<file path="src/shared/tc_pkg.sv">
package tc_pkg;
	// direct host addresses
	localparam logic [2:0] A_IRQ = 3'h0;
	localparam logic [2:0] A_LOCK = 3'h1;
	localparam logic [2:0] A_IDX = 3'h2;
	localparam logic [2:0] A_DATA = 3'h3;
	localparam logic [2:0] A_SCMD = 3'h4;
	localparam logic [2:0] A_SDATA = 3'h5;
	// indirect indices
	localparam logic [6:0] IX_LTC_RD = 7'h00;
	localparam logic [6:0] IX_LTC_WR = 7'h08;
	localparam logic [6:0] IX_VRD1 = 7'h10;
	localparam logic [6:0] IX_VRD2 = 7'h18;
	localparam logic [6:0] IX_RL1 = 7'h30;
	localparam logic [6:0] IX_RL2 = 7'h31;
	localparam logic [6:0] IX_VSRC = 7'h32;
	localparam logic [6:0] IX_VIRQ = 7'h33;
	localparam logic [6:0] IX_GCTL = 7'h34;
	// field positions
	localparam int AUTOINC_BIT = 7;
	localparam int F_RX = 0;
	localparam int F_TX = 1;
	localparam int F_VL = 2;
	localparam int F_TM = 3;
	localparam int RX_EN_BIT = 7;
	localparam int RL_EN = 7;
	localparam int RL_INCOMPLETE_FRAME_FLAG = 6;
	localparam int RL_CRC = 5;
	localparam int GEN_EN_BIT = 0;
	// reset values
	localparam logic [7:0] RST_BYTE = 8'h00;
	// code framing
	localparam logic [5:0] LINE_OFS = 6'h0A;
	localparam logic [4:0] SCAN_CODE = 5'h1F;
	localparam logic [5:0] SCAN_LAST = 6'h29;
	localparam logic [6:0] LTC_DATA_BITS = 7'h40;
	localparam logic [6:0] LTC_FRAME_BITS = 7'h50;
	localparam logic [6:0] LTC_EARLY = 7'h08;
	localparam logic [15:0] SYNC_FWD = 16'h3FFD;
	localparam logic [15:0] SYNC_REV = 16'hBFFC;
	localparam logic [3:0] VITC_FRAME_BYTES = 4'h9;
	// timing
	localparam int CLK_MHZ = 20;
	localparam int LOSS_TIME_US = 1000;
	localparam int LOSS_CYCLES = LOSS_TIME_US * CLK_MHZ;
	typedef enum logic [1:0] {
		G_IDLE = 2'b00,
		G_WAIT = 2'b01,
		G_RUN = 2'b10
	} gen_state_t;
endpackage

</file>
<file path="src/hw/tc_fifo.sv">
`timescale 1ns/1ps
module tc_fifo #(
	parameter int W = 15,
	parameter int DEPTH = 8
) (
	input wire logic i_mclk,
	input wire logic i_rst,
	input wire logic i_ce,
	// fill side
	input wire logic i_valid,
	output logic o_ready,
	input wire logic [W-1:0] i_data,
	// drain side
	output logic o_valid,
	input wire logic i_ready,
	output logic [W-1:0] o_data
);
	localparam int PW = $clog2(DEPTH);
	logic [W-1:0] mem [0:DEPTH-1];
	logic [PW-1:0] wp_ff, rp_ff;
	logic [PW:0] cnt_ff;
	logic push, pop;
	if (DEPTH < 2 || (1 << PW) != DEPTH) begin : g_chk
		$error("tc_fifo: depth must be a power of two");
	end
	assign o_ready = cnt_ff != (PW+1)'(DEPTH);
	assign o_valid = cnt_ff != '0;
	assign o_data = mem[rp_ff];
	assign push = i_valid && o_ready;
	assign pop = o_valid && i_ready;
	always_ff @(posedge i_mclk) begin
		if (i_ce && push) mem[wp_ff] <= i_data;
	end
	always_ff @(posedge i_mclk or posedge i_rst) begin
		if (i_rst) begin
			wp_ff <= '0;
			rp_ff <= '0;
			cnt_ff <= '0;
		end else if (i_ce) begin
			if (push) wp_ff <= wp_ff + 1'b1;
			if (pop) rp_ff <= rp_ff + 1'b1;
			cnt_ff <= cnt_ff + (PW+1)'(push) - (PW+1)'(pop);
		end
	end
endmodule // tc_fifo

</file>
<file path="src/hw/tc_host_ctl.sv">
// Overview of operation
// - host writes index to indirect index, then data access hits that register
// - index bit seven set makes every data access bump the stored index
// - status holds four event flags; reading it clears all four
// - serial receive flag clears on data read, transmit flag on data write
// - received code bits gather in a buffer, moved out after last data bit
// - each receive transfer sets the flag; interrupt only when its enable is one
// - receive registers stay unchanged until next frame's last data bit
// - lock bit set after valid sync while bits keep coming, else cleared
// - direction bit shows forward or reverse sync word orientation
// - while enabled, write registers copied to output buffer eight bits before end
// - each generated frame ends with sixteen sync bits after the data
// - transmit flag set each time write data move into the output buffer
// - on enable load buffer and flag, then start output on sync event
// - read line register: top bit enables, low five bits are line minus ten
// - field all ones scans from line ten or first line, stops on code or 41
// - no vertical code read without video genlock
// - vertical code bytes stored one at a time into read registers
// - crc result lands in bit five of the read line register
// - bit six set when a full vertical frame was not received
`timescale 1ns/1ps
module tc_host_ctl #(
	parameter int LOSS_CYCLES = tc_pkg::LOSS_CYCLES,
	parameter int FIFO_DEPTH = 8
) (
	input wire logic i_mclk,
	input wire logic i_rst,
	input wire logic i_ce,
	// host bus pins
	input wire logic i_cs_n,
	input wire logic i_ior_n,
	input wire logic i_iow_n,
	input wire logic [2:0] i_addr,
	input wire logic [7:0] i_data,
	output logic [7:0] o_data,
	output logic o_data_oe,
	output logic o_irq,
	// serial port core
	input wire logic i_ser_rx_evt,
	input wire logic i_ser_tx_evt,
	input wire logic [7:0] i_ser_rdata,
	output logic o_ser_rd,
	output logic o_ser_wr,
	output logic [7:0] o_ser_wdata,
	output logic [7:0] o_ser_cmd,
	output logic o_ser_irq,
	// longitudinal code pins and timing
	input wire logic i_ltc_bit,
	input wire logic i_ltc_clk,
	input wire logic i_gen_sync,
	input wire logic i_bit_tick,
	input wire logic i_timer_tick,
	output logic o_ltc_out,
	// video slicer
	input wire logic i_video_genlocked,
	input wire logic i_field_start,
	input wire logic i_line_start,
	input wire logic [5:0] i_line_num,
	input wire logic [7:0] i_vbyte,
	input wire logic i_vbyte_vld,
	input wire logic i_vframe_end,
	input wire logic i_vcrc_ok
);
	localparam logic [14:0] LOSS_N = 15'(LOSS_CYCLES);
	if (LOSS_CYCLES < 2 || LOSS_CYCLES > 32767 || FIFO_DEPTH < 8) begin : g_chk
		$error("tc_host_ctl: bad parameter");
	end

	function automatic logic [5:0] tgt_line(input logic [7:0] rl, input logic [5:0] scan);
		tgt_line = (rl[4:0] == tc_pkg::SCAN_CODE) ? scan : 6'(rl[4:0]) + tc_pkg::LINE_OFS;
	endfunction

	// pin synchronisers: {cs, ior, iow, addr, data, ltc bit, ltc clk, gen sync}
	logic [16:0] s1_ff, s2_ff, s3_ff;
	always_ff @(posedge i_mclk or posedge i_rst) begin
		if (i_rst) begin
			s1_ff <= 17'h1C000;
			s2_ff <= 17'h1C000;
			s3_ff <= 17'h1C000;
		end else if (i_ce) begin
			s1_ff <= {i_cs_n, i_ior_n, i_iow_n, i_addr, i_data, i_ltc_bit, i_ltc_clk, i_gen_sync};
			s2_ff <= s1_ff;
			s3_ff <= s2_ff;
		end
	end
	// a read starts at the ior fall; a write is taken at the iow rise, data from the stage before
	logic rd_go, wr_go, bit_go, gsync_go;
	logic [2:0] rd_a, wr_a;
	logic [7:0] wd;
	assign rd_go = !s2_ff[16] && !s2_ff[15] && s3_ff[15];
	assign wr_go = !s3_ff[16] && s2_ff[14] && !s3_ff[14];
	assign rd_a = s2_ff[13:11];
	assign wr_a = s3_ff[13:11];
	assign wd = s3_ff[10:3];
	assign bit_go = s2_ff[1] && !s3_ff[1];
	assign gsync_go = s2_ff[0] && !s3_ff[0];
	logic dat_rd, dat_wr, hwe;
	assign dat_rd = rd_go && rd_a == tc_pkg::A_DATA;
	assign dat_wr = wr_go && wr_a == tc_pkg::A_DATA;

	// indirect index
	logic [6:0] idx_ff;
	logic autoinc_ff;
	always_ff @(posedge i_mclk or posedge i_rst) begin
		if (i_rst) begin
			idx_ff <= '0;
			autoinc_ff <= 1'b0;
		end else if (i_ce) begin
			if (wr_go && wr_a == tc_pkg::A_IDX) begin
				idx_ff <= wd[6:0];
				autoinc_ff <= wd[tc_pkg::AUTOINC_BIT];
			end else if ((dat_rd || dat_wr) && autoinc_ff) begin
				idx_ff <= idx_ff + 7'h01;
			end
		end
	end

	// indirect registers held in flops because the logic reads them, except vsrc_ff which nothing reads
	logic [63:0] wsh_ff;
	logic [7:0] rl1_ff, rl2_ff, vsrc_ff, virq_ff, gctl_ff;
	logic [1:0] vsel_ff;
	logic vend1, vend2;
	logic [3:0] vbcnt_ff;
	assign hwe = dat_wr;
	assign vend1 = i_vframe_end && vsel_ff == 2'h1;
	assign vend2 = i_vframe_end && vsel_ff == 2'h2;
	always_ff @(posedge i_mclk or posedge i_rst) begin
		if (i_rst) begin
			wsh_ff <= '0;
			vsrc_ff <= tc_pkg::RST_BYTE;
			virq_ff <= tc_pkg::RST_BYTE;
			gctl_ff <= tc_pkg::RST_BYTE;
		end else if (i_ce && hwe) begin
			if (idx_ff[6:3] == tc_pkg::IX_LTC_WR[6:3]) wsh_ff[{idx_ff[2:0], 3'h0} +: 8] <= wd;
			if (idx_ff == tc_pkg::IX_VSRC) vsrc_ff <= wd;
			if (idx_ff == tc_pkg::IX_VIRQ) virq_ff <= wd;
			if (idx_ff == tc_pkg::IX_GCTL) gctl_ff <= wd;
		end
	end
	// host owns enable and line field, hardware owns the crc and no-code bits
	function automatic logic [7:0] rl_next(input logic [7:0] cur, input logic hw, input logic [7:0] w,
			input logic fe, input logic crc, input logic full);
		rl_next = cur;
		if (hw) rl_next = {w[7], cur[6:5], w[4:0]};
		if (fe) begin
			rl_next[tc_pkg::RL_CRC] = crc;
			rl_next[tc_pkg::RL_INCOMPLETE_FRAME_FLAG] = !full;
		end
	endfunction
	logic vfull;
	assign vfull = vbcnt_ff == tc_pkg::VITC_FRAME_BYTES;
	always_ff @(posedge i_mclk or posedge i_rst) begin
		if (i_rst) begin
			rl1_ff <= tc_pkg::RST_BYTE;
			rl2_ff <= tc_pkg::RST_BYTE;
		end else if (i_ce) begin
			rl1_ff <= rl_next(rl1_ff, hwe && idx_ff == tc_pkg::IX_RL1, wd, vend1, i_vcrc_ok, vfull);
			rl2_ff <= rl_next(rl2_ff, hwe && idx_ff == tc_pkg::IX_RL2, wd, vend2, i_vcrc_ok, vfull);
		end
	end

	// event flags; a set in the clearing cycle wins
	logic [3:0] flg_ff;
	logic rx_en_ff, ser_rx_ff, ser_tx_ff, rx_done, tx_load, st_rd;
	logic [3:0] flg_set;
	assign st_rd = rd_go && rd_a == tc_pkg::A_IRQ;
	assign flg_set[tc_pkg::F_VL] = i_line_start && i_line_num == virq_ff[5:0];
	assign flg_set[tc_pkg::F_TM] = i_timer_tick;
	assign flg_set[tc_pkg::F_RX] = rx_done;
	assign flg_set[tc_pkg::F_TX] = tx_load;
	always_ff @(posedge i_mclk or posedge i_rst) begin
		if (i_rst) begin
			flg_ff <= '0;
			rx_en_ff <= 1'b0;
			o_irq <= 1'b0;
		end else if (i_ce) begin
			flg_ff <= (st_rd ? 4'h0 : flg_ff) | flg_set;
			if (wr_go && wr_a == tc_pkg::A_IRQ) rx_en_ff <= wd[tc_pkg::RX_EN_BIT];
			o_irq <= flg_ff[tc_pkg::F_RX] && rx_en_ff;
		end
	end
	always_ff @(posedge i_mclk or posedge i_rst) begin
		if (i_rst) begin
			ser_rx_ff <= 1'b0;
			ser_tx_ff <= 1'b0;
			o_ser_irq <= 1'b0;
			o_ser_rd <= 1'b0;
			o_ser_wr <= 1'b0;
			o_ser_wdata <= '0;
			o_ser_cmd <= '0;
		end else if (i_ce) begin
			ser_rx_ff <= i_ser_rx_evt || (ser_rx_ff && !(rd_go && rd_a == tc_pkg::A_SDATA));
			ser_tx_ff <= i_ser_tx_evt || (ser_tx_ff && !(wr_go && wr_a == tc_pkg::A_SDATA));
			o_ser_irq <= ser_rx_ff || ser_tx_ff;
			o_ser_rd <= rd_go && rd_a == tc_pkg::A_SDATA;
			o_ser_wr <= wr_go && wr_a == tc_pkg::A_SDATA;
			if (wr_go && wr_a == tc_pkg::A_SDATA) o_ser_wdata <= wd;
			if (wr_go && wr_a == tc_pkg::A_SCMD) o_ser_cmd <= wd;
		end
	end

	// longitudinal receiver
	logic [15:0] ssh_ff, nxt_ssh;
	logic [63:0] rtmp_ff;
	logic [6:0] rcnt_ff;
	logic [14:0] quiet_ff;
	logic locked_ff, dir_ff, xact_ff, lpush, fifo_rdy, vpush;
	logic [2:0] xbyte_ff;
	assign nxt_ssh = {ssh_ff[14:0], s2_ff[2]};
	assign lpush = xact_ff && fifo_rdy && !vpush;
	assign rx_done = lpush && xbyte_ff == 3'h7;
	always_ff @(posedge i_mclk or posedge i_rst) begin
		if (i_rst) begin
			ssh_ff <= '0;
			rtmp_ff <= '0;
			rcnt_ff <= tc_pkg::LTC_FRAME_BITS;
			locked_ff <= 1'b0;
			dir_ff <= 1'b0;
			quiet_ff <= '0;
		end else if (i_ce) begin
			if (bit_go) begin
				ssh_ff <= nxt_ssh;
				quiet_ff <= '0;
				if (nxt_ssh == tc_pkg::SYNC_FWD || nxt_ssh == tc_pkg::SYNC_REV) begin
					locked_ff <= 1'b1;
					dir_ff <= nxt_ssh == tc_pkg::SYNC_REV;
					rcnt_ff <= '0;
				end else if (rcnt_ff < tc_pkg::LTC_DATA_BITS) begin
					rtmp_ff[rcnt_ff[5:0]] <= s2_ff[2];
					rcnt_ff <= rcnt_ff + 7'h01;
				end else if (rcnt_ff < tc_pkg::LTC_FRAME_BITS) begin
					rcnt_ff <= rcnt_ff + 7'h01;
				end else begin
					locked_ff <= 1'b0;
				end
			end else if (quiet_ff == LOSS_N - 15'h0001) begin
				locked_ff <= 1'b0;
			end else begin
				quiet_ff <= quiet_ff + 15'h0001;
			end
		end
	end
	// the copy out starts right after the last data bit, before the sync word
	always_ff @(posedge i_mclk or posedge i_rst) begin
		if (i_rst) begin
			xact_ff <= 1'b0;
			xbyte_ff <= '0;
		end else if (i_ce) begin
			if (bit_go && rcnt_ff == tc_pkg::LTC_DATA_BITS - 7'h01 && !xact_ff) begin
				xact_ff <= 1'b1;
				xbyte_ff <= '0;
			end else if (lpush) begin
				xbyte_ff <= xbyte_ff + 3'h1;
				if (xbyte_ff == 3'h7) xact_ff <= 1'b0;
			end
		end
	end

	// longitudinal generator
	tc_pkg::gen_state_t gst_ff;
	logic [63:0] obuf_ff;
	logic [6:0] gcnt_ff;
	logic gen_en;
	assign gen_en = gctl_ff[tc_pkg::GEN_EN_BIT];
	assign tx_load = (gst_ff == tc_pkg::G_IDLE && gen_en) ||
		(gst_ff == tc_pkg::G_RUN && i_bit_tick && gcnt_ff == tc_pkg::LTC_FRAME_BITS - tc_pkg::LTC_EARLY);
	always_ff @(posedge i_mclk or posedge i_rst) begin
		if (i_rst) begin
			gst_ff <= tc_pkg::G_IDLE;
			obuf_ff <= '0;
			gcnt_ff <= '0;
			o_ltc_out <= 1'b0;
		end else if (i_ce) begin
			if (tx_load) obuf_ff <= wsh_ff;
			case (gst_ff)
				tc_pkg::G_IDLE: begin
					if (gen_en) gst_ff <= tc_pkg::G_WAIT;
				end
				tc_pkg::G_WAIT: begin
					gcnt_ff <= '0;
					if (!gen_en) gst_ff <= tc_pkg::G_IDLE;
					else if (gsync_go) gst_ff <= tc_pkg::G_RUN;
				end
				tc_pkg::G_RUN: begin
					if (i_bit_tick) begin
						if (gcnt_ff < tc_pkg::LTC_DATA_BITS) o_ltc_out <= obuf_ff[gcnt_ff[5:0]];
						else o_ltc_out <= tc_pkg::SYNC_FWD[4'hF - gcnt_ff[3:0]];
						if (gcnt_ff == tc_pkg::LTC_FRAME_BITS - 7'h01) begin
							gcnt_ff <= '0;
							if (!gen_en) gst_ff <= tc_pkg::G_IDLE;
						end else begin
							gcnt_ff <= gcnt_ff + 7'h01;
						end
					end
				end
				default: gst_ff <= tc_pkg::G_IDLE;
			endcase
		end
	end

	// vertical interval reader
	logic [5:0] scan1_ff, scan2_ff, t1, t2;
	logic act1, act2;
	assign t1 = tgt_line(rl1_ff, scan1_ff);
	assign t2 = tgt_line(rl2_ff, scan2_ff);
	assign act1 = rl1_ff[tc_pkg::RL_EN] && i_line_num == t1;
	assign act2 = rl2_ff[tc_pkg::RL_EN] && i_line_num == t2 && !act1;
	assign vpush = i_vbyte_vld && vsel_ff != 2'h0 && vbcnt_ff < tc_pkg::VITC_FRAME_BYTES - 4'h1;
	function automatic logic [5:0] scan_next(input logic [5:0] cur, input logic fe);
		scan_next = (fe && cur < tc_pkg::SCAN_LAST) ? cur + 6'h01 : cur;
	endfunction
	always_ff @(posedge i_mclk or posedge i_rst) begin
		if (i_rst) begin
			vsel_ff <= '0;
			vbcnt_ff <= '0;
			scan1_ff <= tc_pkg::LINE_OFS;
			scan2_ff <= tc_pkg::LINE_OFS;
		end else if (i_ce) begin
			if (i_field_start) begin
				scan1_ff <= tc_pkg::LINE_OFS;
				scan2_ff <= tgt_line(rl1_ff, tc_pkg::LINE_OFS);
			end else begin
				scan1_ff <= scan_next(scan1_ff, vend1 && !(i_vcrc_ok && vfull));
				scan2_ff <= scan_next(scan2_ff, vend2 && !(i_vcrc_ok && vfull));
			end
			if (i_line_start) begin
				vsel_ff <= !i_video_genlocked ? 2'h0 : act1 ? 2'h1 : act2 ? 2'h2 : 2'h0;
				vbcnt_ff <= '0;
			end else if (i_vbyte_vld && vsel_ff != 2'h0 && !vfull) begin
				vbcnt_ff <= vbcnt_ff + 4'h1;
			end
		end
	end

	// byte path into the register memory; the drain stalls behind host writes
	logic [14:0] fin, fout;
	logic fvld;
	assign fin = vpush ? {(vsel_ff == 2'h1 ? tc_pkg::IX_VRD1 : tc_pkg::IX_VRD2) + 7'(vbcnt_ff), i_vbyte} :
		{tc_pkg::IX_LTC_RD + 7'(xbyte_ff), rtmp_ff[{xbyte_ff, 3'h0} +: 8]};
	tc_fifo #(.W(15), .DEPTH(FIFO_DEPTH)) i_tc_fifo (
		.i_mclk(i_mclk), .i_rst(i_rst), .i_ce(i_ce),
		.i_valid(vpush || xact_ff), .o_ready(fifo_rdy), .i_data(fin),
		.o_valid(fvld), .i_ready(!hwe), .o_data(fout)
	);
	logic [7:0] mrd;
	tc_regmem #(.AW(7), .DW(8)) i_tc_regmem (
		.i_mclk(i_mclk), .i_rst(i_rst), .i_ce(i_ce),
		.i_hwe(hwe), .i_haddr(idx_ff), .i_hdata(wd),
		.i_lwe(fvld && !hwe), .i_laddr(fout[14:8]), .i_ldata(fout[7:0]),
		.o_rdata(mrd)
	);

	// host read data: direct registers answer at once, indirect ones one cycle later
	logic ipend_ff;
	logic [2:0] isel_ff;
	always_ff @(posedge i_mclk or posedge i_rst) begin
		if (i_rst) begin
			o_data <= '0;
			o_data_oe <= 1'b0;
			ipend_ff <= 1'b0;
			isel_ff <= '0;
		end else if (i_ce) begin
			o_data_oe <= !s2_ff[16] && !s2_ff[15];
			ipend_ff <= dat_rd;
			isel_ff <= idx_ff == tc_pkg::IX_RL1 ? 3'h1 : idx_ff == tc_pkg::IX_RL2 ? 3'h2 :
				idx_ff == tc_pkg::IX_GCTL ? 3'h3 : 3'h0;
			if (ipend_ff) begin
				case (isel_ff)
					3'h1: o_data <= rl1_ff;
					3'h2: o_data <= rl2_ff;
					3'h3: o_data <= gctl_ff;
					default: o_data <= mrd;
				endcase
			end else if (rd_go) begin
				case (rd_a)
					tc_pkg::A_IRQ: o_data <= {rx_en_ff, 3'h0, flg_ff};
					tc_pkg::A_LOCK: o_data <= {5'h00, i_video_genlocked, dir_ff, locked_ff};
					tc_pkg::A_IDX: o_data <= {autoinc_ff, idx_ff};
					tc_pkg::A_SCMD: o_data <= {ser_rx_ff || ser_tx_ff, 5'h00, ser_tx_ff, ser_rx_ff};
					tc_pkg::A_SDATA: o_data <= i_ser_rdata;
					default: o_data <= 8'h00;
				endcase
			end
		end
	end
endmodule // tc_host_ctl

</file>
<file path="src/hw/tc_regmem.sv">
`timescale 1ns/1ps
module tc_regmem #(
	parameter int AW = 7,
	parameter int DW = 8
) (
	input wire logic i_mclk,
	input wire logic i_rst,
	input wire logic i_ce,
	// host write and read port
	input wire logic i_hwe,
	input wire logic [AW-1:0] i_haddr,
	input wire logic [DW-1:0] i_hdata,
	// hardware write port
	input wire logic i_lwe,
	input wire logic [AW-1:0] i_laddr,
	input wire logic [DW-1:0] i_ldata,
	output logic [DW-1:0] o_rdata
);
	logic [DW-1:0] mem [0:(1<<AW)-1];
	if (AW < 6 || DW < 1) begin : g_chk
		$error("tc_regmem: bad size");
	end
	// hardware writes land after host writes so a same-address clash keeps fresh status
	always_ff @(posedge i_mclk) begin
		if (i_ce && i_hwe) mem[i_haddr] <= i_hdata;
		if (i_ce && i_lwe) mem[i_laddr] <= i_ldata;
	end
	always_ff @(posedge i_mclk or posedge i_rst) begin
		if (i_rst) o_rdata <= '0;
		else if (i_ce) o_rdata <= mem[i_haddr];
	end
endmodule // tc_regmem

</file>
<file path="config.mk">
export PLATFORM = sky130hd
export DESIGN_NAME = tc_host_ctl
export DESIGN_NICKNAME = d
export VERILOG_FILES = /design/src/shared/tc_pkg.sv /design/src/hw/tc_fifo.sv /design/src/hw/tc_host_ctl.sv /design/src/hw/tc_regmem.sv
export SDC_FILE = /design/constraint.sdc
export NUM_CORES = 2
export LEC_CHECK = 0
export ABC_CLOCK_PERIOD_IN_PS = 12500
export BUFFER_PORTS_ARGS = -buffer_cell sky130_fd_sc_hd__buf_2
export CAP_MARGIN = 20
export CELL_PAD_IN_SITES_DETAIL_PLACEMENT = 1
export CELL_PAD_IN_SITES_GLOBAL_PLACEMENT = 2
export CORE_MARGIN = 1
export CORE_UTILIZATION = 44
export DETAILED_ROUTE_END_ITERATION = 10
export GPL_ROUTABILITY_DRIVEN = 0
export PLACE_DENSITY_LB_ADDON = 0.1
export SYNTH_ARGS = -nofsm -noshare
export SYNTH_HDL_FRONTEND = slang
export SYNTH_SLANG_ARGS = --single-unit
export TNS_END_PERCENT = 20
</file>
<file path="constraint.sdc">
create_clock -name i_mclk -period 12.5 [get_ports i_mclk]
set_input_delay 0.625 -clock i_mclk [delete_from_list [all_inputs] [get_ports i_mclk]]
set_output_delay 0.625 -clock i_mclk [all_outputs]
set_load 0.02 [all_outputs]
</file>
* Yosys cells after proc, flatten, opt, wreduce, memory -nomap -nowiden *
Memories as Yosys holds them, arrays and structs flattened. A register that Yosys moved wholly into a read port is not among the register bits.
Cells that the tools add are included.

word-level totals
  register bits = 402
  memory bits (writable) = 1136
  bits in read-only memories = 16
  input port bits = 52
  output and inout bits = 30
  word-level logic and storage cells = 307
  memories = 3

operators by class
  add/sub/neg operators = 17
  magnitude comparators = 10
  eq/ne operators = 43
  shift-type cells = 3
  muxes and demuxes = 68
  bitwise logic cells = 2
  reduce and logical (&&, ||, !) cells = 116

memory list
  name             words  width  rd ports  clocked after memory_dff  write ports  line                source
  i_tc_regmem.mem  128    8      1         1                         1            tc_regmem.sv:19     logic [DW-1:0] mem [0:(1<<AW)-1];
  i_tc_fifo.mem    8      14     1         0                         1            tc_fifo.sv:19       logic [W-1:0] mem [0:DEPTH-1];
  (no name shown)  16     1      1         0                         0            tc_host_ctl.sv:287  else o_ltc_out <= tc_pkg::SYNC_FWD[4'hF - gcnt_ff[3:0]];

operators by type and width
  cell                                                   count
  bitwise mux 64 bit                                     2
  variable shift 8 x 8 -> 64 bit, first input constant   1
  variable part select 64 x 7 -> 8 bit                   1
  variable part select 8 x 8 -> 64 bit                   1
  two-way mux 7 bit                                      8
  logical AND 1 bit                                      48
  AND reduction 2 bit                                    23
  two-way mux 6 bit                                      7
  case mux 8 bit (5 select lines)                        1
  equality test 7 x 6 -> 1 bit, second input constant    5
  two-way mux 15 bit                                     2
  two-way mux 2 bit                                      14
  two-way mux 8 bit                                      3
  case mux 8 bit (3 select lines)                        1
  adder 7 x 1 -> 7 bit, second input constant            3
  < comparator 7 bit, second input constant              3
  nonzero test 2 bit                                     10
  two-way mux 1 bit                                      19
  equality test 3 x 2 -> 1 bit, second input constant    6
  equality test 6 bit                                    3
  equality test 16 x 14 -> 1 bit, second input constant  1
  equality test 16 bit, second input constant            1
  two-way mux 4 bit                                      4
  adder 15 x 1 -> 15 bit, second input constant          1
  other kinds (45)                                       91

* Logic depth before layout (Yosys ltp) *
  depth after elaboration = 11
  gate-level depth with buffers = 12
  depth with buffers taken out = 10

* Hierarchy *
A second synthesis with hierarchy kept.

second synthesis, totals
  cells, all modules = 5587
  area, all modules = 78271.3 um^2

by module, submodules not included
  module       times used  cells an instance  area an instance (um^2)  sequential area each (um^2)
  tc_regmem    1           3790               54373.4                  30949.7
  tc_host_ctl  1           1554               18607.8                  9778.1
  tc_fifo      1           243                5290.1                   3853.7

* Worst setup path before layout *
No wires, ideal clock.

  path type = register to register
  from = reg i_tc_fifo.rp_ff[1]
  to = mem i_tc_regmem.mem[0][6] (data pin)
  library setup time = 1.197 ns
  data arrival time = 6.535 ns
  required time = 11.303 ns
  setup slack = 4.768 ns
  cell stages (with the launch flop) = 7
  buffers on the path = 3
  period minus slack after synthesis = 7.732 ns
  path through = dfrtp_1 > buf_4 > clkbuf_1 > clkbuf_1 > mux4_2 > mux2i_1 > o21ai_0

on the way
  word-level cells in the longest chain between the ends = 2

RTL lines
  what                                line             source
  from (decl)                         tc_fifo.sv:20    logic [PW-1:0] wp_ff, rp_ff;
  from (signal assigned)              tc_fifo.sv:41    if (pop) rp_ff <= rp_ff + 1'b1;
  memory (8 x 14 bit)                 --
  two-way mux 8 bit (no source line)  --
  to (decl)                           tc_regmem.sv:19

No other way between the ends.

==> metrics.txt <==
# TYPE chip_impl_metric gauge
chip_impl_metric{name="postSynthNetCount",unit=""} 3850
chip_impl_metric{name="number_of_buffers_added_by_the_clock_tree_synthesis_step",unit=""} 164
chip_impl_metric{name="dr.pass1.iters",unit=""} 5
chip_impl_metric{name="std_cell_rows",unit=""} 139
chip_impl_metric{name="num_io_pins",unit=""} 82
chip_impl_info{name="hold_path.startpoint",value="i_addr[2]"} 1
chip_impl_metric{name="cts_max_path_buffers",unit=""} 3
chip_impl_metric{name="power.clock.fraction",unit="%"} 32.8
chip_impl_metric{name="grt_pass1_wl",unit="um"} 268000
chip_impl_metric{name="worst_path_largest_cell_delay",unit="ns"} 0.95
chip_impl_info{name="ctsRootBufferMaster",value="sky130_fd_sc_hd__clkbuf_16"} 1
chip_impl_metric{name="hold_vio_cnt_final",unit=""} 0
chip_impl_info{name="setup.worst_path.end_class",value="register"} 1
chip_impl_metric{name="initial_core_util",unit="%"} 44.5
chip_impl_info{name="crit_path_top_delay_cell",value="sky130_fd_sc_hd__dfrtp_4"} 1
chip_impl_metric{name="clk_pin_slew_worst_paths",unit="ns"} 0.07
chip_impl_info{name="timing.critical_path.from",value="idx_ff[0]"} 1
chip_impl_metric{name="clock_latency_of_the_later_clocked_register_in_the_worst_skew_pair",unit="ns"} 0.82
chip_impl_info{name="cts_tree",value="yes"} 1
chip_impl_metric{name="share_of_final_layout_standard_cells_stronger_than_drive_strength_1",unit="%"} 26.1
chip_impl_info{name="timing.rr.start",value="idx_ff[0]"} 1
chip_impl_metric{name="h-tree-depth",unit=""} 4
chip_impl_metric{name="period_minus_slack",unit="ns"} 4.86
chip_impl_metric{name="combinationalPowerShare",unit="%"} 24.0
chip_impl_metric{name="timing.final.max_slew_violations",unit=""} 0
chip_impl_metric{name="post_drt_wl_per_cell",unit="um"} 30.5
chip_impl_metric{name="detailroute.via_count",unit=""} 35600
chip_impl_info{name="critical_path.top_delay_family",value="buffers and inverters"} 1
chip_impl_metric{name="crit_arrival",unit="ns"} 5.51
chip_impl_metric{name="core_area",unit="sq mm"} 0.144
chip_impl_metric{name="max_slew.worst_pin.slew",unit="ns"} 1.25
chip_impl_metric{name="detail_route.wirelength",unit="um"} 182000
chip_impl_metric{name="first_iter_violations",unit=""} 2972
chip_impl_metric{name="critical_path_buf_inv_count",unit=""} 2
chip_impl_metric{name="die-width",unit="um"} 384
chip_impl_info{name="predominant_post_synthesis_flop_cell",value="sky130_fd_sc_hd__edfxtp_1"} 1
chip_impl_metric{name="synthDistinctLibCells",unit=""} 104
chip_impl_metric{name="flop_and_latch_count_out_of_synthesis",unit=""} 1544
chip_impl_metric{name="numClockSinks",unit=""} 1544
chip_impl_metric{name="area_of_the_mapped_netlist",unit="sq mm"} 0.0643
chip_impl_metric{name="place_inst",unit=""} 5627
chip_impl_metric{name="intPower",unit="mW"} 9.84
chip_impl_metric{name="worst-path-max-fanout",unit=""} 43
chip_impl_metric{name="slew_headroom",unit="%"} 16.6
chip_impl_info{name="cell_by_cell_trace_of_the_critical_path",value="buf_4, buf_4, mux4_2, mux2_2, o22ai_1, a211oi_1, a211oi_1, a211oi_1"} 1
chip_impl_metric{name="synth_enable_flop_cells",unit=""} 1136
chip_impl_metric{name="pwr-share-seq",unit="%"} 43.2
chip_impl_metric{name="vdd_drop_max",unit="uV"} 113
chip_impl_metric{name="max_cap_viol_count",unit=""} 0
chip_impl_metric{name="floorplan.die.height",unit="um"} 384
chip_impl_metric{name="total_leakage_power",unit="nW"} 26.0
chip_impl_info{name="launching_element_type_of_the_critical_path",value="register"} 1
chip_impl_info{name="rsz0062_at_grt",value="no"} 1
chip_impl_info{name="critPathKind",value="register to register"} 1
chip_impl_metric{name="worst_hold_slack",unit="ns"} 0.0643
chip_impl_metric{name="power.net_switching",unit="mW"} 4.51
chip_impl_metric{name="syn_area_per_cell",unit="sq um"} 17.1
chip_impl_metric{name="grt_max_degree",unit=""} 150
chip_impl_metric{name="finish.cell_count_without_fillers",unit=""} 5951
chip_impl_metric{name="synth-seq-area-share",unit="%"} 69.0
chip_impl_metric{name="report.final.setup_viol",unit=""} 0
chip_impl_info{name="status",value="finished, final reports clean"} 1
chip_impl_info{name="timing.critical_path.mode_cell",value="sky130_fd_sc_hd__a211oi_1"} 1
chip_impl_metric{name="finalSetupTns",unit="ns"} 0
chip_impl_metric{name="timing.critical_path.required",unit="ns"} 13.15
chip_impl_metric{name="postCtsSetupRepairBufs",unit=""} 0
chip_impl_metric{name="final_area",unit="sq mm"} 0.0722
chip_impl_metric{name="final_net_count",unit=""} 3991
chip_impl_metric{name="yosys_warnings",unit=""} 0
chip_impl_metric{name="design.die.area",unit="sq mm"} 0.148
chip_impl_metric{name="overflow",unit=""} 0
chip_impl_metric{name="first_global_vias",unit=""} 37700
chip_impl_metric{name="swShare",unit="%"} 31.4
chip_impl_metric{name="drc",unit=""} 0
chip_impl_metric{name="antenna_violations_before_repair",unit=""} 6
chip_impl_metric{name="area_delta_synth_final",unit="%"} 12.4
chip_impl_metric{name="final_antenna_net_count",unit=""} 0
chip_impl_info{name="path_category_of_the_worst_min_delay_check",value="input pin to register"} 1
chip_impl_metric{name="hpwlAfterDp",unit="um"} 118000
chip_impl_metric{name="finalCritPeriodShare",unit="%"} 38.9
chip_impl_metric{name="placed_cell_area",unit="sq mm"} 0.0668
chip_impl_metric{name="io_buffer_count",unit=""} 81
chip_impl_metric{name="clock_skew",unit="ns"} 0.0223
chip_impl_metric{name="power_density_normalized_to_cell_area",unit="mW/mm^2"} 199
chip_impl_metric{name="detail_route.vias_per_cell",unit=""} 5.99
chip_impl_metric{name="maxClockFrequency",unit="MHz"} 206
chip_impl_metric{name="gr-usage-all-layers",unit="%"} 25.0
chip_impl_metric{name="synth_async_sr_flop_share",unit="%"} 26.4
chip_impl_metric{name="post_synth_inst_count",unit=""} 3767
-- routing by layer --
layer  share of wire [%]  GRT usage, %  vias to the layer above
met5               0.014             0                        -
met4                 2.4          6.70                        4
met3                 5.2          4.12                      256
met2                  48          40.0                     1002
met1                  44          35.5                    19300
li1                    -             -                    15000
-- flip-flops by register name (all words and copies together), names as in the netlist, 15 cells and up --
signal and cells:
i_tc_fifo.mem 112, ssh_ff 15, rtmp_ff 64, obuf_ff 64, s2_ff 17, quiet_ff 15
i_tc_regmem.mem 1024, s1_ff 17, wsh_ff 64, s3_ff 16
-- cell usage after synthesis (11+ instances only) --
| cell | number | share of area, % |
|---|---|---|
| sky130_fd_sc_hd__nor2_1 | 194 | 1.1 |
| sky130_fd_sc_hd__buf_6 | 23 | 0.40 |
| sky130_fd_sc_hd__and2_1 | 34 | 0.33 |
| sky130_fd_sc_hd__ha_1 | 30 | 0.58 |
| sky130_fd_sc_hd__and3_1 | 16 | 0.16 |
| sky130_fd_sc_hd__mux2i_1 | 87 | 1.4 |
| sky130_fd_sc_hd__mux2_2 | 230 | 4.0 |
| sky130_fd_sc_hd__nor2b_1 | 20 | 0.19 |
| sky130_fd_sc_hd__nand2_1 | 268 | 1.6 |
| sky130_fd_sc_hd__o22ai_1 | 31 | 0.30 |
| sky130_fd_sc_hd__nand3_1 | 31 | 0.24 |
| sky130_fd_sc_hd__a21o_1 | 11 | 0.13 |
| sky130_fd_sc_hd__buf_4 | 12 | 0.14 |
| sky130_fd_sc_hd__edfxtp_1 | 1136 | 53 |
| sky130_fd_sc_hd__mux4_2 | 302 | 11 |
| sky130_fd_sc_hd__nand4_1 | 20 | 0.19 |
| sky130_fd_sc_hd__clkbuf_1 | 103 | 0.60 |
| sky130_fd_sc_hd__a22o_1 | 16 | 0.22 |
| sky130_fd_sc_hd__xnor2_1 | 15 | 0.20 |
| sky130_fd_sc_hd__a21oi_1 | 80 | 0.62 |
| sky130_fd_sc_hd__buf_2 | 57 | 0.44 |
| sky130_fd_sc_hd__o21ai_0 | 96 | 0.75 |
| sky130_fd_sc_hd__xor2_1 | 22 | 0.30 |
| sky130_fd_sc_hd__a22oi_1 | 38 | 0.44 |
| sky130_fd_sc_hd__dfrtp_1 | 393 | 15 |
| sky130_fd_sc_hd__dfstp_2 | 15 | 0.61 |
| sky130_fd_sc_hd__buf_1 | 20 | 0.12 |
| sky130_fd_sc_hd__mux2_1 | 89 | 1.6 |
| sky130_fd_sc_hd__nor3_1 | 68 | 0.53 |
| sky130_fd_sc_hd__inv_1 | 33 | 0.19 |
| sky130_fd_sc_hd__or3_1 | 12 | 0.12 |
| sky130_fd_sc_hd__o31ai_1 | 13 | 0.15 |
| sky130_fd_sc_hd__nand2b_1 | 27 | 0.26 |
-- cell type report --
type / instances / area (sq um)
repair buffers: 196 / 1330
diodes: 3 / 7.51
flip-flops and latches: 1544 / 44400
inverters: 36 / 143
clock inverters: 70 / 636
multi-input cells: 1966 / 18900
fillers: 13400 / 72100
well taps: 1903 / 2380
clock buffers: 233 / 4540
-- stage by stage --
stage / util (%) / power (mW) / setup slack (ns)
2_1_floorplan: - / 8.52 / 0.549
3_3_place_gp: 46.2 / 9.65 / 7.59
3_5_place_dp: 46.3 / 9.74 / 7.53
4_1_cts: 50.0 / 14.5 / 7.51
5_1_grt: 50.0 / 14.9 / 7.32
6_report: 50.0 / 14.3 / 7.64
-- placed cells by master, fill, tap and decap left out, types with 27 or more instances in the layout --
| cell type | count |
|---|---|
| sky130_fd_sc_hd__o22ai_1 | 31 |
| sky130_fd_sc_hd__mux2_2 | 230 |
| sky130_fd_sc_hd__ha_1 | 30 |
| sky130_fd_sc_hd__clkinv_2 | 27 |
| sky130_fd_sc_hd__edfxtp_1 | 1136 |
| sky130_fd_sc_hd__mux2i_1 | 87 |
| sky130_fd_sc_hd__nand3_1 | 31 |
| sky130_fd_sc_hd__nand2_1 | 268 |
| sky130_fd_sc_hd__buf_2 | 96 |
| sky130_fd_sc_hd__clkbuf_16 | 166 |
| sky130_fd_sc_hd__mux4_2 | 302 |
| sky130_fd_sc_hd__nor2_1 | 187 |
| sky130_fd_sc_hd__a22oi_1 | 38 |
| sky130_fd_sc_hd__and2_1 | 34 |
| sky130_fd_sc_hd__o21ai_0 | 88 |
| sky130_fd_sc_hd__buf_4 | 82 |
| sky130_fd_sc_hd__dfrtp_1 | 387 |
| sky130_fd_sc_hd__nor3_1 | 65 |
| sky130_fd_sc_hd__nand2b_1 | 27 |
| sky130_fd_sc_hd__a21oi_1 | 76 |
| sky130_fd_sc_hd__inv_1 | 32 |
| sky130_fd_sc_hd__clkbuf_1 | 54 |
| sky130_fd_sc_hd__mux2_1 | 89 |
-- worst paths after layout --
path	to	slack (ns)	cells after the start
worst max register to register	i_tc_regmem.o_rdata[0]	7.64	8
worst min-delay path	s1_ff[13]	0.06	2
worst max-delay path	i_tc_regmem.o_rdata[0]	7.64	8
min in group asynchronous	obuf_ff[48]	0.54	3
worst min register to register	o_ltc_out	0.47	1
max in group asynchronous	rtmp_ff[1]	9.65	5
-- cell families (layout without fill, tap and decap cells) --
| logic type | after synthesis | after routing | synth area share (%) |
|---|---|---|---|
| flip-flops | 1544 | 1544 | 69.0 |
| other | 0 | 3 | 0 |
| XOR/XNOR | 37 | 37 | 0.504 |
| AND/OR/NAND/NOR | 769 | 769 | 5.77 |
| AO/OA/AOI/OAI | 410 | 410 | 4.26 |
| buffers and inverters | 257 | 535 | 2.06 |
| adder cells (fa/ha/maj) | 31 | 31 | 0.615 |
| multiplexers | 719 | 719 | 17.8 |
-- power by group through the flow --
stage                     combinational [mW]  sequential (mW)  clock [mW]
after floorplan                         2.32             6.20           0
after global placement                  3.34             6.31           0
after detailed placement                3.42             6.33           0
after CTS                               3.44             6.23        4.82
after global routing                    3.63             6.22        5.00
final                                   3.44             6.20        4.71
-- what timing repair did --
item / CTS / global route
endpoints found under the hold margin: 24 / 0
gates resized for setup: 0 / 0
endpoints found under the setup margin: 0 / 0
hold buffers: 13 / 0
-- worst reg2reg max path: cells and delay by family, from the launching register on --
kind                   cells  cell delay (ns)
flip-flops                 1             0.95
multiplexers               2             0.90
AO/OA/AOI/OAI              4             1.36
buffers and inverters      2             1.49
Note: power is estimated with default switching activity, not from simulation.
